<file path="src/core/phsc_map.svh">
// Register offsets, field positions, fixed values and reset values of the header bank.
`ifndef PHSC_MAP_SVH
`define PHSC_MAP_SVH

`define PHSC_OFF_CLASS      12'h008
`define PHSC_OFF_INFO       12'h00C
`define PHSC_OFF_BASE_PRI   12'h010
`define PHSC_OFF_BASE_ALT   12'h014
`define PHSC_OFF_SC_CTL     12'h170
`define PHSC_OFF_SC_ADDR    12'h174

`define PHSC_CLASS_BASE     8'h06
`define PHSC_CLASS_SUB      8'h80
`define PHSC_CLASS_PROG     8'h00

`define PHSC_WIN_LSB        12
`define PHSC_LT_LSB         11
`define PHSC_LT_MSB         15
`define PHSC_SC_TYPE_LSB    0
`define PHSC_SC_LAS_POS     2

`define PHSC_SC_DISABLE     2'h0
`define PHSC_SC_RMW         2'h1
`define PHSC_SC_LOCK        2'h2
`define PHSC_SC_RSVD        2'h3

`define PHSC_RST_BASE       20'h00000
`define PHSC_RST_LT         5'h00
`define PHSC_RST_SC_TYPE    2'h0
`define PHSC_RST_SC_ADDR    32'h00000000
`define PHSC_SPACE_MEM      1'b0
`define PHSC_SPACE_IO       1'b1

`endif

</file>
<file path="src/core/phsc_pkg.sv">
// Types shared by the header and special cycle register bank.
`default_nettype none

package phsc_pkg;

    typedef struct packed {
        logic        valid;
        logic        write;
        logic        cfg;
        logic        vme;
        logic        io;
        logic [31:0] addr;
        logic [3:0]  be;
        logic [31:0] wdata;
    } phsc_req_type;

    typedef struct packed {
        logic        ack;
        logic        hit;
        logic [31:0] rdata;
    } phsc_rsp_type;

    typedef struct packed {
        logic        start;
        logic        lock;
        logic        read_modify_write;
        logic        write;
        logic [31:0] addr;
    } phsc_special_cycle_type_type;

    typedef struct packed {
        logic          strap_taken;
        logic          space;
        logic [19:0]   base_pri;
        logic [19:0]   base_alt;
        logic          pri_written;
        logic          alt_written;
        logic [4:0]    lat_timer;
        logic [1:0]    sc_type;
        logic          sc_las;
        logic [31:0]   sc_addr;
        phsc_rsp_type  rsp;
        phsc_special_cycle_type_type special_cycle_type;
    } phsc_state_type;

endpackage

`default_nettype wire

</file>
<file path="src/core/phsc_regs.sv">
// Configuration header, register window decode and special cycle generator control.
// Functional notes
// RQ1: Primary base holds writable bits 31..12, reset zero, 4 KB aligned window.
// RQ2: Bit 0 of each base is read-only; the primary base reports the strapped space, the alternate base the opposite space.
// RQ3: Memory window may sit anywhere in 32 bits and is not prefetchable.
// RQ4: Alternate base always maps the window into the opposite space.
// RQ5: A base decodes nothing until it has been written by config or VME.
// RQ6: Multifunction reads zero; address bits 10..8 ignored on type 0 config.
// RQ7: Not self-test capable; capability, start and completion fields read zero, writes ignored.
// RQ8: Latency timer writable in bits 7..3 only, low bits zero, reset zero.
// RQ9: Class register gives read-only revision byte plus class bytes.
// RQ10: Two-bit cycle type: off, read-modify-write, locked, reserved; reset zero.
// RQ11: Space-select bit chooses memory or I/O match for the target address.
// RQ12: Enabled generator starts its cycle when an access hits the target.
// RQ13: Read-modify-write starts only on a read of the target address.
// RQ14: Locked cycle starts on a read or a write of the target address.
// RQ15: Writes to fixed bits are ignored and reads return fixed values.
`default_nettype none

`include "phsc_map.svh"

module phsc_regs
    import phsc_pkg::*;
#(
    parameter logic [7:0] REV_ID = 8'h0A  // Arbitrary value.
) (
    input  wire logic    clock,
    input  wire logic    rstn,
    input  wire logic    space_strap,
    input  wire phsc_req_type  req,
    output var  phsc_rsp_type  rsp,
    output var  phsc_special_cycle_type_type special_cycle_type
);

    phsc_state_type st_r;
    phsc_state_type st_nxt;
    logic [31:0]    bmask;
    logic [31:0]    merged;
    logic [11:0]    off;
    logic           hit_pri;
    logic           hit_alt;
    logic           reg_sel;
    logic           sc_match;
    logic [31:0]    rd_val;

    genvar gi;
    generate
        for (gi = 0; gi < 4; gi++) begin : g_lane
            assign bmask[8*gi +: 8] = {8{req.be[gi]}};
        end
    endgenerate

    // Old contents survive in lanes whose enable is low.
    function automatic logic [31:0] merge_lanes(input logic [31:0] old_v);
        merge_lanes = (old_v & ~bmask) | (req.wdata & bmask);
    endfunction

    always_comb begin
        // Config space is 256 bytes and only bits 7..2 name the word.
        if (req.cfg) begin
            off = {4'h0, req.addr[7:2], 2'b00};  // see RQ6
        end else begin
            off = {req.addr[11:2], 2'b00};
        end
        // A base that was never written claims nothing, so a zero reset
        // value cannot alias the window onto address zero.
        hit_pri = st_r.strap_taken && st_r.pri_written
                  && (req.io == st_r.space)
                  && (req.addr[31:`PHSC_WIN_LSB] == st_r.base_pri);  // see RQ5
        hit_alt = st_r.strap_taken && st_r.alt_written
                  && (req.io != st_r.space)
                  && (req.addr[31:`PHSC_WIN_LSB] == st_r.base_alt);  // see RQ4
        reg_sel = req.cfg || req.vme || hit_pri || hit_alt;
        sc_match = !req.cfg && !req.vme
                   && (req.io == st_r.sc_las)                         // see RQ11
                   && (req.addr == st_r.sc_addr);                     // see RQ12
    end

    always_comb begin
        unique case (off)
            `PHSC_OFF_CLASS: begin
                rd_val = {`PHSC_CLASS_BASE, `PHSC_CLASS_SUB,
                          `PHSC_CLASS_PROG, REV_ID};                  // see RQ9
            end
            `PHSC_OFF_INFO: begin
                rd_val = {16'h0000, st_r.lat_timer, 3'b000, 8'h00};   // see RQ7
            end
            `PHSC_OFF_BASE_PRI: begin
                rd_val = {st_r.base_pri, 11'h000, st_r.space};        // see RQ3
            end
            `PHSC_OFF_BASE_ALT: begin
                rd_val = {st_r.base_alt, 11'h000,
                          st_r.strap_taken & ~st_r.space};            // see RQ2
            end
            `PHSC_OFF_SC_CTL: begin
                rd_val = {29'h0000000, st_r.sc_las, st_r.sc_type};
            end
            `PHSC_OFF_SC_ADDR: begin
                rd_val = st_r.sc_addr;
            end
            default: begin
                rd_val = 32'h00000000;
            end
        endcase
    end

    always_comb begin
        st_nxt = st_r;
        merged = merge_lanes(rd_val);
        st_nxt.rsp.ack = 1'b0;
        st_nxt.special_cycle_type.start = 1'b0;
        // The strap is caught on the first edge after reset, never by the reset itself.
        if (!st_r.strap_taken) begin
            st_nxt.strap_taken = 1'b1;
            st_nxt.space = space_strap;                               // see RQ2
        end
        if (req.valid) begin
            st_nxt.rsp.ack = 1'b1;
            st_nxt.rsp.hit = reg_sel;
            st_nxt.rsp.rdata = (reg_sel && !req.write) ? rd_val : 32'h00000000;
            if (reg_sel && req.write) begin
                unique case (off)
                    `PHSC_OFF_INFO: begin
                        st_nxt.lat_timer =
                            merged[`PHSC_LT_MSB:`PHSC_LT_LSB];        // see RQ8
                    end
                    `PHSC_OFF_BASE_PRI: begin
                        st_nxt.base_pri = merged[31:`PHSC_WIN_LSB];  // see RQ1
                        st_nxt.pri_written = 1'b1;                   // see RQ5
                    end
                    `PHSC_OFF_BASE_ALT: begin
                        st_nxt.base_alt = merged[31:`PHSC_WIN_LSB];
                        st_nxt.alt_written = 1'b1;                   // see RQ5
                    end
                    `PHSC_OFF_SC_CTL: begin
                        st_nxt.sc_type = merged[1:0];                // see RQ10
                        st_nxt.sc_las = merged[`PHSC_SC_LAS_POS];    // see RQ11
                    end
                    `PHSC_OFF_SC_ADDR: begin
                        st_nxt.sc_addr = merged;
                    end
                    default: begin
                        // Read-only and fixed words keep their values.  see RQ15
                    end
                endcase
            end
            if (sc_match) begin
                unique case (st_r.sc_type)
                    `PHSC_SC_RMW: begin
                        st_nxt.special_cycle_type.start = !req.write;              // see RQ13
                    end
                    `PHSC_SC_LOCK: begin
                        st_nxt.special_cycle_type.start = 1'b1;                    // see RQ14
                    end
                    default: begin
                        // Disabled and reserved codes start nothing.  see RQ10
                        st_nxt.special_cycle_type.start = 1'b0;
                    end
                endcase
                st_nxt.special_cycle_type.lock = (st_r.sc_type == `PHSC_SC_LOCK);
                st_nxt.special_cycle_type.read_modify_write = (st_r.sc_type == `PHSC_SC_RMW);
                st_nxt.special_cycle_type.write = req.write;
                st_nxt.special_cycle_type.addr = req.addr;
            end
        end
    end

    always_ff @(posedge clock) begin
        if (!rstn) begin
            st_r <= '0;
            st_r.base_pri <= `PHSC_RST_BASE;
            st_r.base_alt <= `PHSC_RST_BASE;
            st_r.lat_timer <= `PHSC_RST_LT;
            st_r.sc_type <= `PHSC_RST_SC_TYPE;
            st_r.sc_addr <= `PHSC_RST_SC_ADDR;
        end else begin
            st_r <= st_nxt;
        end
    end

    assign rsp = st_r.rsp;
    assign special_cycle_type = st_r.special_cycle_type;

endmodule

`default_nettype wire

</file>
<file path="config.mk">
export PLATFORM = sky130hd
export DESIGN_NAME = phsc_regs
export DESIGN_NICKNAME = d
export VERILOG_FILES = /design/src/core/phsc_pkg.sv /design/src/core/phsc_regs.sv
export VERILOG_INCLUDE_DIRS = /design/src /design/src/core
export SDC_FILE = /design/constraint.sdc
export NUM_CORES = 1
export LEC_CHECK = 0
export ABC_AREA = 1
export BUFFER_PORTS_ARGS = -buffer_cell sky130_fd_sc_hd__buf_4
export CAP_MARGIN = 20
export CELL_PAD_IN_SITES_DETAIL_PLACEMENT = 0
export CELL_PAD_IN_SITES_GLOBAL_PLACEMENT = 1
export CORE_MARGIN = 5
export CORE_UTILIZATION = 37
export CTS_BUF_LIST = sky130_fd_sc_hd__clkbuf_2 sky130_fd_sc_hd__clkbuf_4 sky130_fd_sc_hd__clkbuf_8
export DETAILED_ROUTE_END_ITERATION = 8
export GPL_TIMING_DRIVEN = 0
export HOLD_SLACK_MARGIN = 0.12
export PLACE_DENSITY_LB_ADDON = 0.05
export SYNTH_ARGS = -nofsm -noshare
export SYNTH_HDL_FRONTEND = slang
export SYNTH_SLANG_ARGS = --single-unit
</file>
<file path="constraint.sdc">
create_clock -name clock -period 1.6 [get_ports clock]
set_input_delay 0.16 -clock clock [delete_from_list [all_inputs] [get_ports clock]]
set_output_delay 0.16 -clock clock [all_outputs]
set_load 0.01 [all_outputs]
</file>
## Word level (Yosys, flattened, before mapping)

Cells that the tools add are included.

| storage, ports and cells | value |
|---|---|
| bits in latches | 0 |
| word-level logic and storage cells | 68 |
| memories | 0 |
| register bits | 154 |
| input port bits | 76 |
| output and inout port bits | 70 |
| memory bits (writable) | 0 |
| bits in read-only memories | 0 |

| operators by class | value |
|---|---|
| $add $sub $neg | 0 |
| equality and inequality tests | 14 |
| shift-type cells | 0 |
| bitwise logic cells | 6 |
| div/mod/pow operators | 0 |
| multipliers | 0 |
| magnitude comparators | 0 |
| mux-type cells | 6 |
| reductions and logical operators | 24 |

Operators with widths:

| kind | number |
|---|---|
| $pmux W32 S6 | 1 |
| $mux W70 | 1 |
| $and A32 B32 Y32 | 2 |
| $eq A20 B20 Y1 | 2 |
| $mux W36 | 1 |
| $eq A32 B32 Y1 | 1 |
| $mux W32 | 1 |
| $not A32 Y32 | 1 |
| $or A32 B32 Y32 | 1 |
| $eq A12 B4 Y1 const B | 2 |
| $eq A12 B5 Y1 const B | 2 |
| $eq A12 B9 Y1 const B | 2 |
| $reduce_and A3 Y1 | 6 |
| $mux W12 | 1 |
| $logic_and A1 B1 Y1 | 11 |
| $logic_not A1 Y1 | 3 |
| $logic_or A1 B1 Y1 | 3 |
| $eq A1 B1 Y1 | 2 |
| $eq A2 B1 Y1 const B | 1 |
| $eq A2 B2 Y1 const B | 1 |
| $pmux W1 S2 | 1 |
| $reduce_and A2 Y1 | 1 |
| $and A1 B1 Y1 | 1 |
| $ne A1 B1 Y1 | 1 |
| $not A1 Y1 | 1 |

## Depth between registers and ports, before layout

| depth | value |
|---|---|
| depth in word-level cells | 8 |
| depth in mapped cells | 15 |
| depth with buffers taken out | 12 |

## Worst setup path before layout

OpenSTA, ideal clock, no wires.

| path | value |
|---|---|
| kind | register -> register |
| from | register st_r[152] (netlist bit) |
| to | register st_r[75] (netlist bit) |
| required time | 1.487 ns |
| buffers on the path | 3 |
| setup time | 0.113 ns |
| setup slack | -0.065 ns |
| clock period less this slack | 1.665 ns |
| arrival | 1.552 ns |
| cell stages (with the launch flop) | 15 |
| cell sequence | dfxtp_1 inv_1 nand2_1 nand2_1 nor2_1 nand2_1 nor2_1 nand3_1 nand3_1 buf_4 nand3_2 buf_4 buf_2 nor2_1 nor2_1 |

| on the way | value |
|---|---|
| longest elaborated chain between the ends | 7 |
| elaborated cells between the ends (all ways) | 10 |
| those cells by class | eq/ne: 2; reduce/logical: 8 |

Ends and longest elaborated chain:

| item | line | text |
|---|---|---|
| from (decl) | phsc_regs.sv:35 | `phsc_state_type st_r;` |
| from (signal assigned) | phsc_regs.sv:177 | `st_r <= st_nxt;` |
| $eq A1 B1 Y1 | phsc_regs.sv:68 | `&& (req.io == st_r.space)` |
| $logic_and A1 B1 Y1 | phsc_regs.sv:68 |  |
| $logic_and A1 B1 Y1 | phsc_regs.sv:67 | `hit_pri = st_r.strap_taken && st_r.pri_written` |
| $logic_or A1 B1 Y1 | phsc_regs.sv:73 | `reg_sel = req.cfg \|\| req.vme \|\| hit_pri \|\| hit_alt;` |
| $logic_or A1 B1 Y1 * | phsc_regs.sv:73 |  |
| $logic_and A1 B1 Y1 * | phsc_regs.sv:121 | `if (reg_sel && req.write) begin` |
| $reduce_and A3 Y1 (no line) * | -- |  |

Every way passes the cells marked *; elsewhere a longest branch is shown, timed or not.
A chain may end at the register's enable or synchronous reset.

## Final worst setup path

| path | value |
|---|---|
| from | register st_r[135] (netlist bit) |
| to | register st_r[78] (netlist bit) |

| on the way | value |
|---|---|
| longest elaborated chain between the ends | 6 |

Ends and longest elaborated chain:

| item | line | text |
|---|---|---|
| $eq A20 B20 Y1 | phsc_regs.sv:69 | `` && (req.addr[31:`PHSC_WIN_LSB] == st_r.base_pri); `` |
| $logic_and A1 B1 Y1 | phsc_regs.sv:67 |  |
| $logic_or A1 B1 Y1 (2 in a row) | phsc_regs.sv:73 |  |
| $logic_and A1 B1 Y1 | phsc_regs.sv:121 |  |
| $reduce_and A3 Y1 (no line) | -- |  |

Every way passes these cells.

==> impl_metrics.env <==
export IMPL_synthAdderAreaFrac_pct=0.2761
export IMPL_critPathRequiredTime_ns=2.02
export IMPL_clk_latency_ns=0.48
export IMPL_synth_ff_type="dfxtp_1"
export IMPL_fp_dieArea_sq_um=27730
export IMPL_routed_via_density=5.032
export IMPL_portBuffers=141
export IMPL_min_delay_start="req[58]"
export IMPL_synth_top_area_share_pct=34.01
export IMPL_cts_max_level=4
export IMPL_start_kind="flop"
export IMPL_synth_top_family_by_area="simple AND/OR/NAND/NOR gates"
export IMPL_yosys_warnings=0
export IMPL_globalplace_congestion=0.9692
export IMPL_post_synth_top_count_cell="nand2_1"
export IMPL_pre_cts_ws_ns=-0.9775
export IMPL_drv_cap=0
export IMPL_num_rows=57
export IMPL_grt_overflow_total=0
export IMPL_synthesis_nets=1564
export IMPL_first_pass_iters=5
export IMPL_antenna_left=0
export IMPL_setup_slack_ns=-0.4036
export IMPL_synth_simple_area_share_pct=42.16
export IMPL_regToRegStartpoint="st_r[135]$_SDFFE_PN0P_"
export IMPL_die_y_microns=166.5
export IMPL_hold_path_class="input port to flop"
export IMPL_root_buffer="clkbuf_8"
export IMPL_min_period_ns=2.004
export IMPL_grt_pass1_wl_mm=59.17
export IMPL_synthXorXnorAreaFrac_pct=0.3865
export IMPL_yosysTopAreaCell="dfxtp_1"
export IMPL_ys_ff_latch=154
export IMPL_avgSynthCellArea_sq_um=6.099
export IMPL_timing_slew_headroom_pct=37.47
export IMPL_fin_util_pct=54.14
export IMPL_grt_max_degree=17
export IMPL_dr_total_vias=10407
export IMPL_worstMarginPinSlew_ns=0.9380
export IMPL_clock_skew_ns=0.01968
export IMPL_setup_viol=151
export IMPL_drc=0
export IMPL_p_per_area_nw_per_um2=605.9
export IMPL_cts_tree="yes"
export IMPL_period_share_pct=125.2
export IMPL_ir_drop_uv=413.6
export IMPL_fmax_ghz=0.4991
export IMPL_crit_arrival_ns=2.42
export IMPL_leakagePower_uw=0.006160
export IMPL_start_util_pct=37.38
export IMPL_diodes=0
export IMPL_routedWlPerCell_microns=19.50
export IMPL_io_pins=146
export IMPL_status="complete, but fails checks"
export IMPL_synthTopCellsByCount="491 x nand2_1, 211 x nor2_1, 154 x dfxtp_1"
export IMPL_drtIter0Drc=851
export IMPL_hold_violations=0
export IMPL_yosys_top_cells_area="dfxtp_1 34%, nand2_1 20%, nor2_1 8.7%"
export IMPL_cts_buffer_depth=2
export IMPL_cts_buffers=17
export IMPL_antenna_found_initial=0
export IMPL_netlist_instances=1486
export IMPL_dpl_hpwl_mm=29.25
export IMPL_dpl_cell_area_sq_um=10540
export IMPL_synth_async_sr_flop_share_pct=0
export IMPL_violations="setup timing"
export IMPL_synth_compound_area_share_pct=6.074
export IMPL_coreArea_sq_um=24250
export IMPL_crit_path_end_kind="flop"
export IMPL_report_final_slew_viol_count=0
export IMPL_synth_edff_count=0
export IMPL_die_x_microns=166.5
export IMPL_clock_sinks=154
export IMPL_grt_usage_pct=27.85
export IMPL_clkTransAtPathRegs_ns=0.10
export IMPL_synth_area_sq_um=9064
export IMPL_setup_tns_ns=-46.92
export IMPL_crit_path_max_fanout=7
export IMPL_crit_start="st_r[135]$_SDFFE_PN0P_"
export IMPL_drt_total_wl_mm=40.32
export IMPL_seq_area_frac_synth_pct=34.01
export IMPL_drive_above_1_share_pct=34.00
export IMPL_finalNetCount=1809
export IMPL_crit_type="flop to flop"
export IMPL_syn_to_final_growth_pct=44.84
export IMPL_stdcell_area_sq_um=13130
export IMPL_rsz0062_at_grt="true"
export IMPL_yosysUniqueCellTypes=29
export IMPL_first_global_vias=9864
export IMPL_synthMuxAreaShare_pct=1.104
-- registers in the layout, indices dropped and copies added, names as in the netlist --
signal	flops
rsp	34
special_cycle_type	36
st_r	84
-- logic make-up (layout without fill, tap and decap cells) --
kind of cell / count (synthesis) / in the layout
AND/OR/NAND/NOR: 908 / 908
buffers and inverters: 300 / 558
flip-flops: 154 / 154
AO/OA/AOI/OAI: 108 / 108
multiplexers: 10 / 10
XOR/XNOR: 4 / 4
adder cells (fa/ha/maj): 2 / 2
-- placed cells by master (no fill, tap or decap), types with 10 or more instances in the layout --
cell type        n
a21oi_1         67
a21oi_2         12
buf_1           18
buf_12          17
buf_4          238
clkbuf_1        20
clkbuf_8        20
dfxtp_1        121
dfxtp_2         30
dlygate4sd3_1   40
inv_1          123
inv_2           31
mux2i_1         10
nand2_1        397
nand2_2         74
nand2_4         20
nand3_1         60
nand3_2         22
nand3_4         16
nand4_1         67
nor2_1         174
nor2_2          31
nor2_4          10
nor2b_1         21
o21ai_0         11
-- layer usage --
layer / track usage (%) / routed length [microns]
met5: 0 / 0
met4: 10.17 / 1429
met3: 5.120 / 2962
met2: 43.45 / 17840
met1: 38.59 / 18090
-- critical path: stages, from the launching register on --
cell and delay (ns):
dfxtp_2 0.36, inv_1 0.06, nand2_1 0.06, nand2_1 0.06
nor2_1 0.09, nand2_1 0.10, nor2_4 0.17, nand3_2 0.12
nand3_4 0.12, buf_12 0.15, nand3_4 0.09, buf_12 0.19
clkbuf_16 0.17, nand2_4 0.05, nand2_1 0.04, nor2_1 0.11
-- path summary, 6_finish.rpt --
kind / end / slack (ns) / depth (start not counted)
setup / recovery: st_r[78]$_SDFFE_PN0P_ / -0.40 / 15
hold / removal: special_cycle_type[22]$_SDFFE_PN0P_ / 0.11 / 5
setup reg to reg: st_r[78]$_SDFFE_PN0P_ / -0.40 / 15
hold reg to reg: st_r[110]$_SDFFE_PN0P_ / 0.47 / 2
-- report_power, final --
| part | switching, uW | internal, uW |
|---|---|---|
| clock | 1800 | 1170 |
| combinational | 731 | 408 |
| sequential | 7.03 | 3830 |
-- stage by stage --
stage / instances / total power, uW / hold WS, ns
CTS: 2057 / 7891 / 0.1217
detailed placement: 1951 / 4827 / 0.2746
global placement: 1951 / 4830 / 0.2728
finish: 2068 / 7954 / 0.1110
floorplan: 1486 / 4360 / 0.1877
global route: 2068 / 8197 / 0.1263
-- area by class of cell --
cell class | count | area (sq um)
buffer | 143 | 1101
sequential | 154 | 3132
clock inverter | 13 | 108.9
inverter | 155 | 581.8
tap | 324 | 405.4
multi-input combinational | 1032 | 5419
fill | 2577 | 11120
clock buffer | 19 | 255.2
timing repair buffer | 228 | 2125
-- what timing repair did --
action / CTS / global route
setup endpoints to repair: 151 / 151
pin swaps: 31 / 79
buffers inserted: 28 / 8
hold endpoints to repair: 52 / 0
hold buffers: 40 / 0
gates resized for setup: 183 / 208
cloned: 7 / 7
Note: power is estimated with default switching activity, not from simulation.
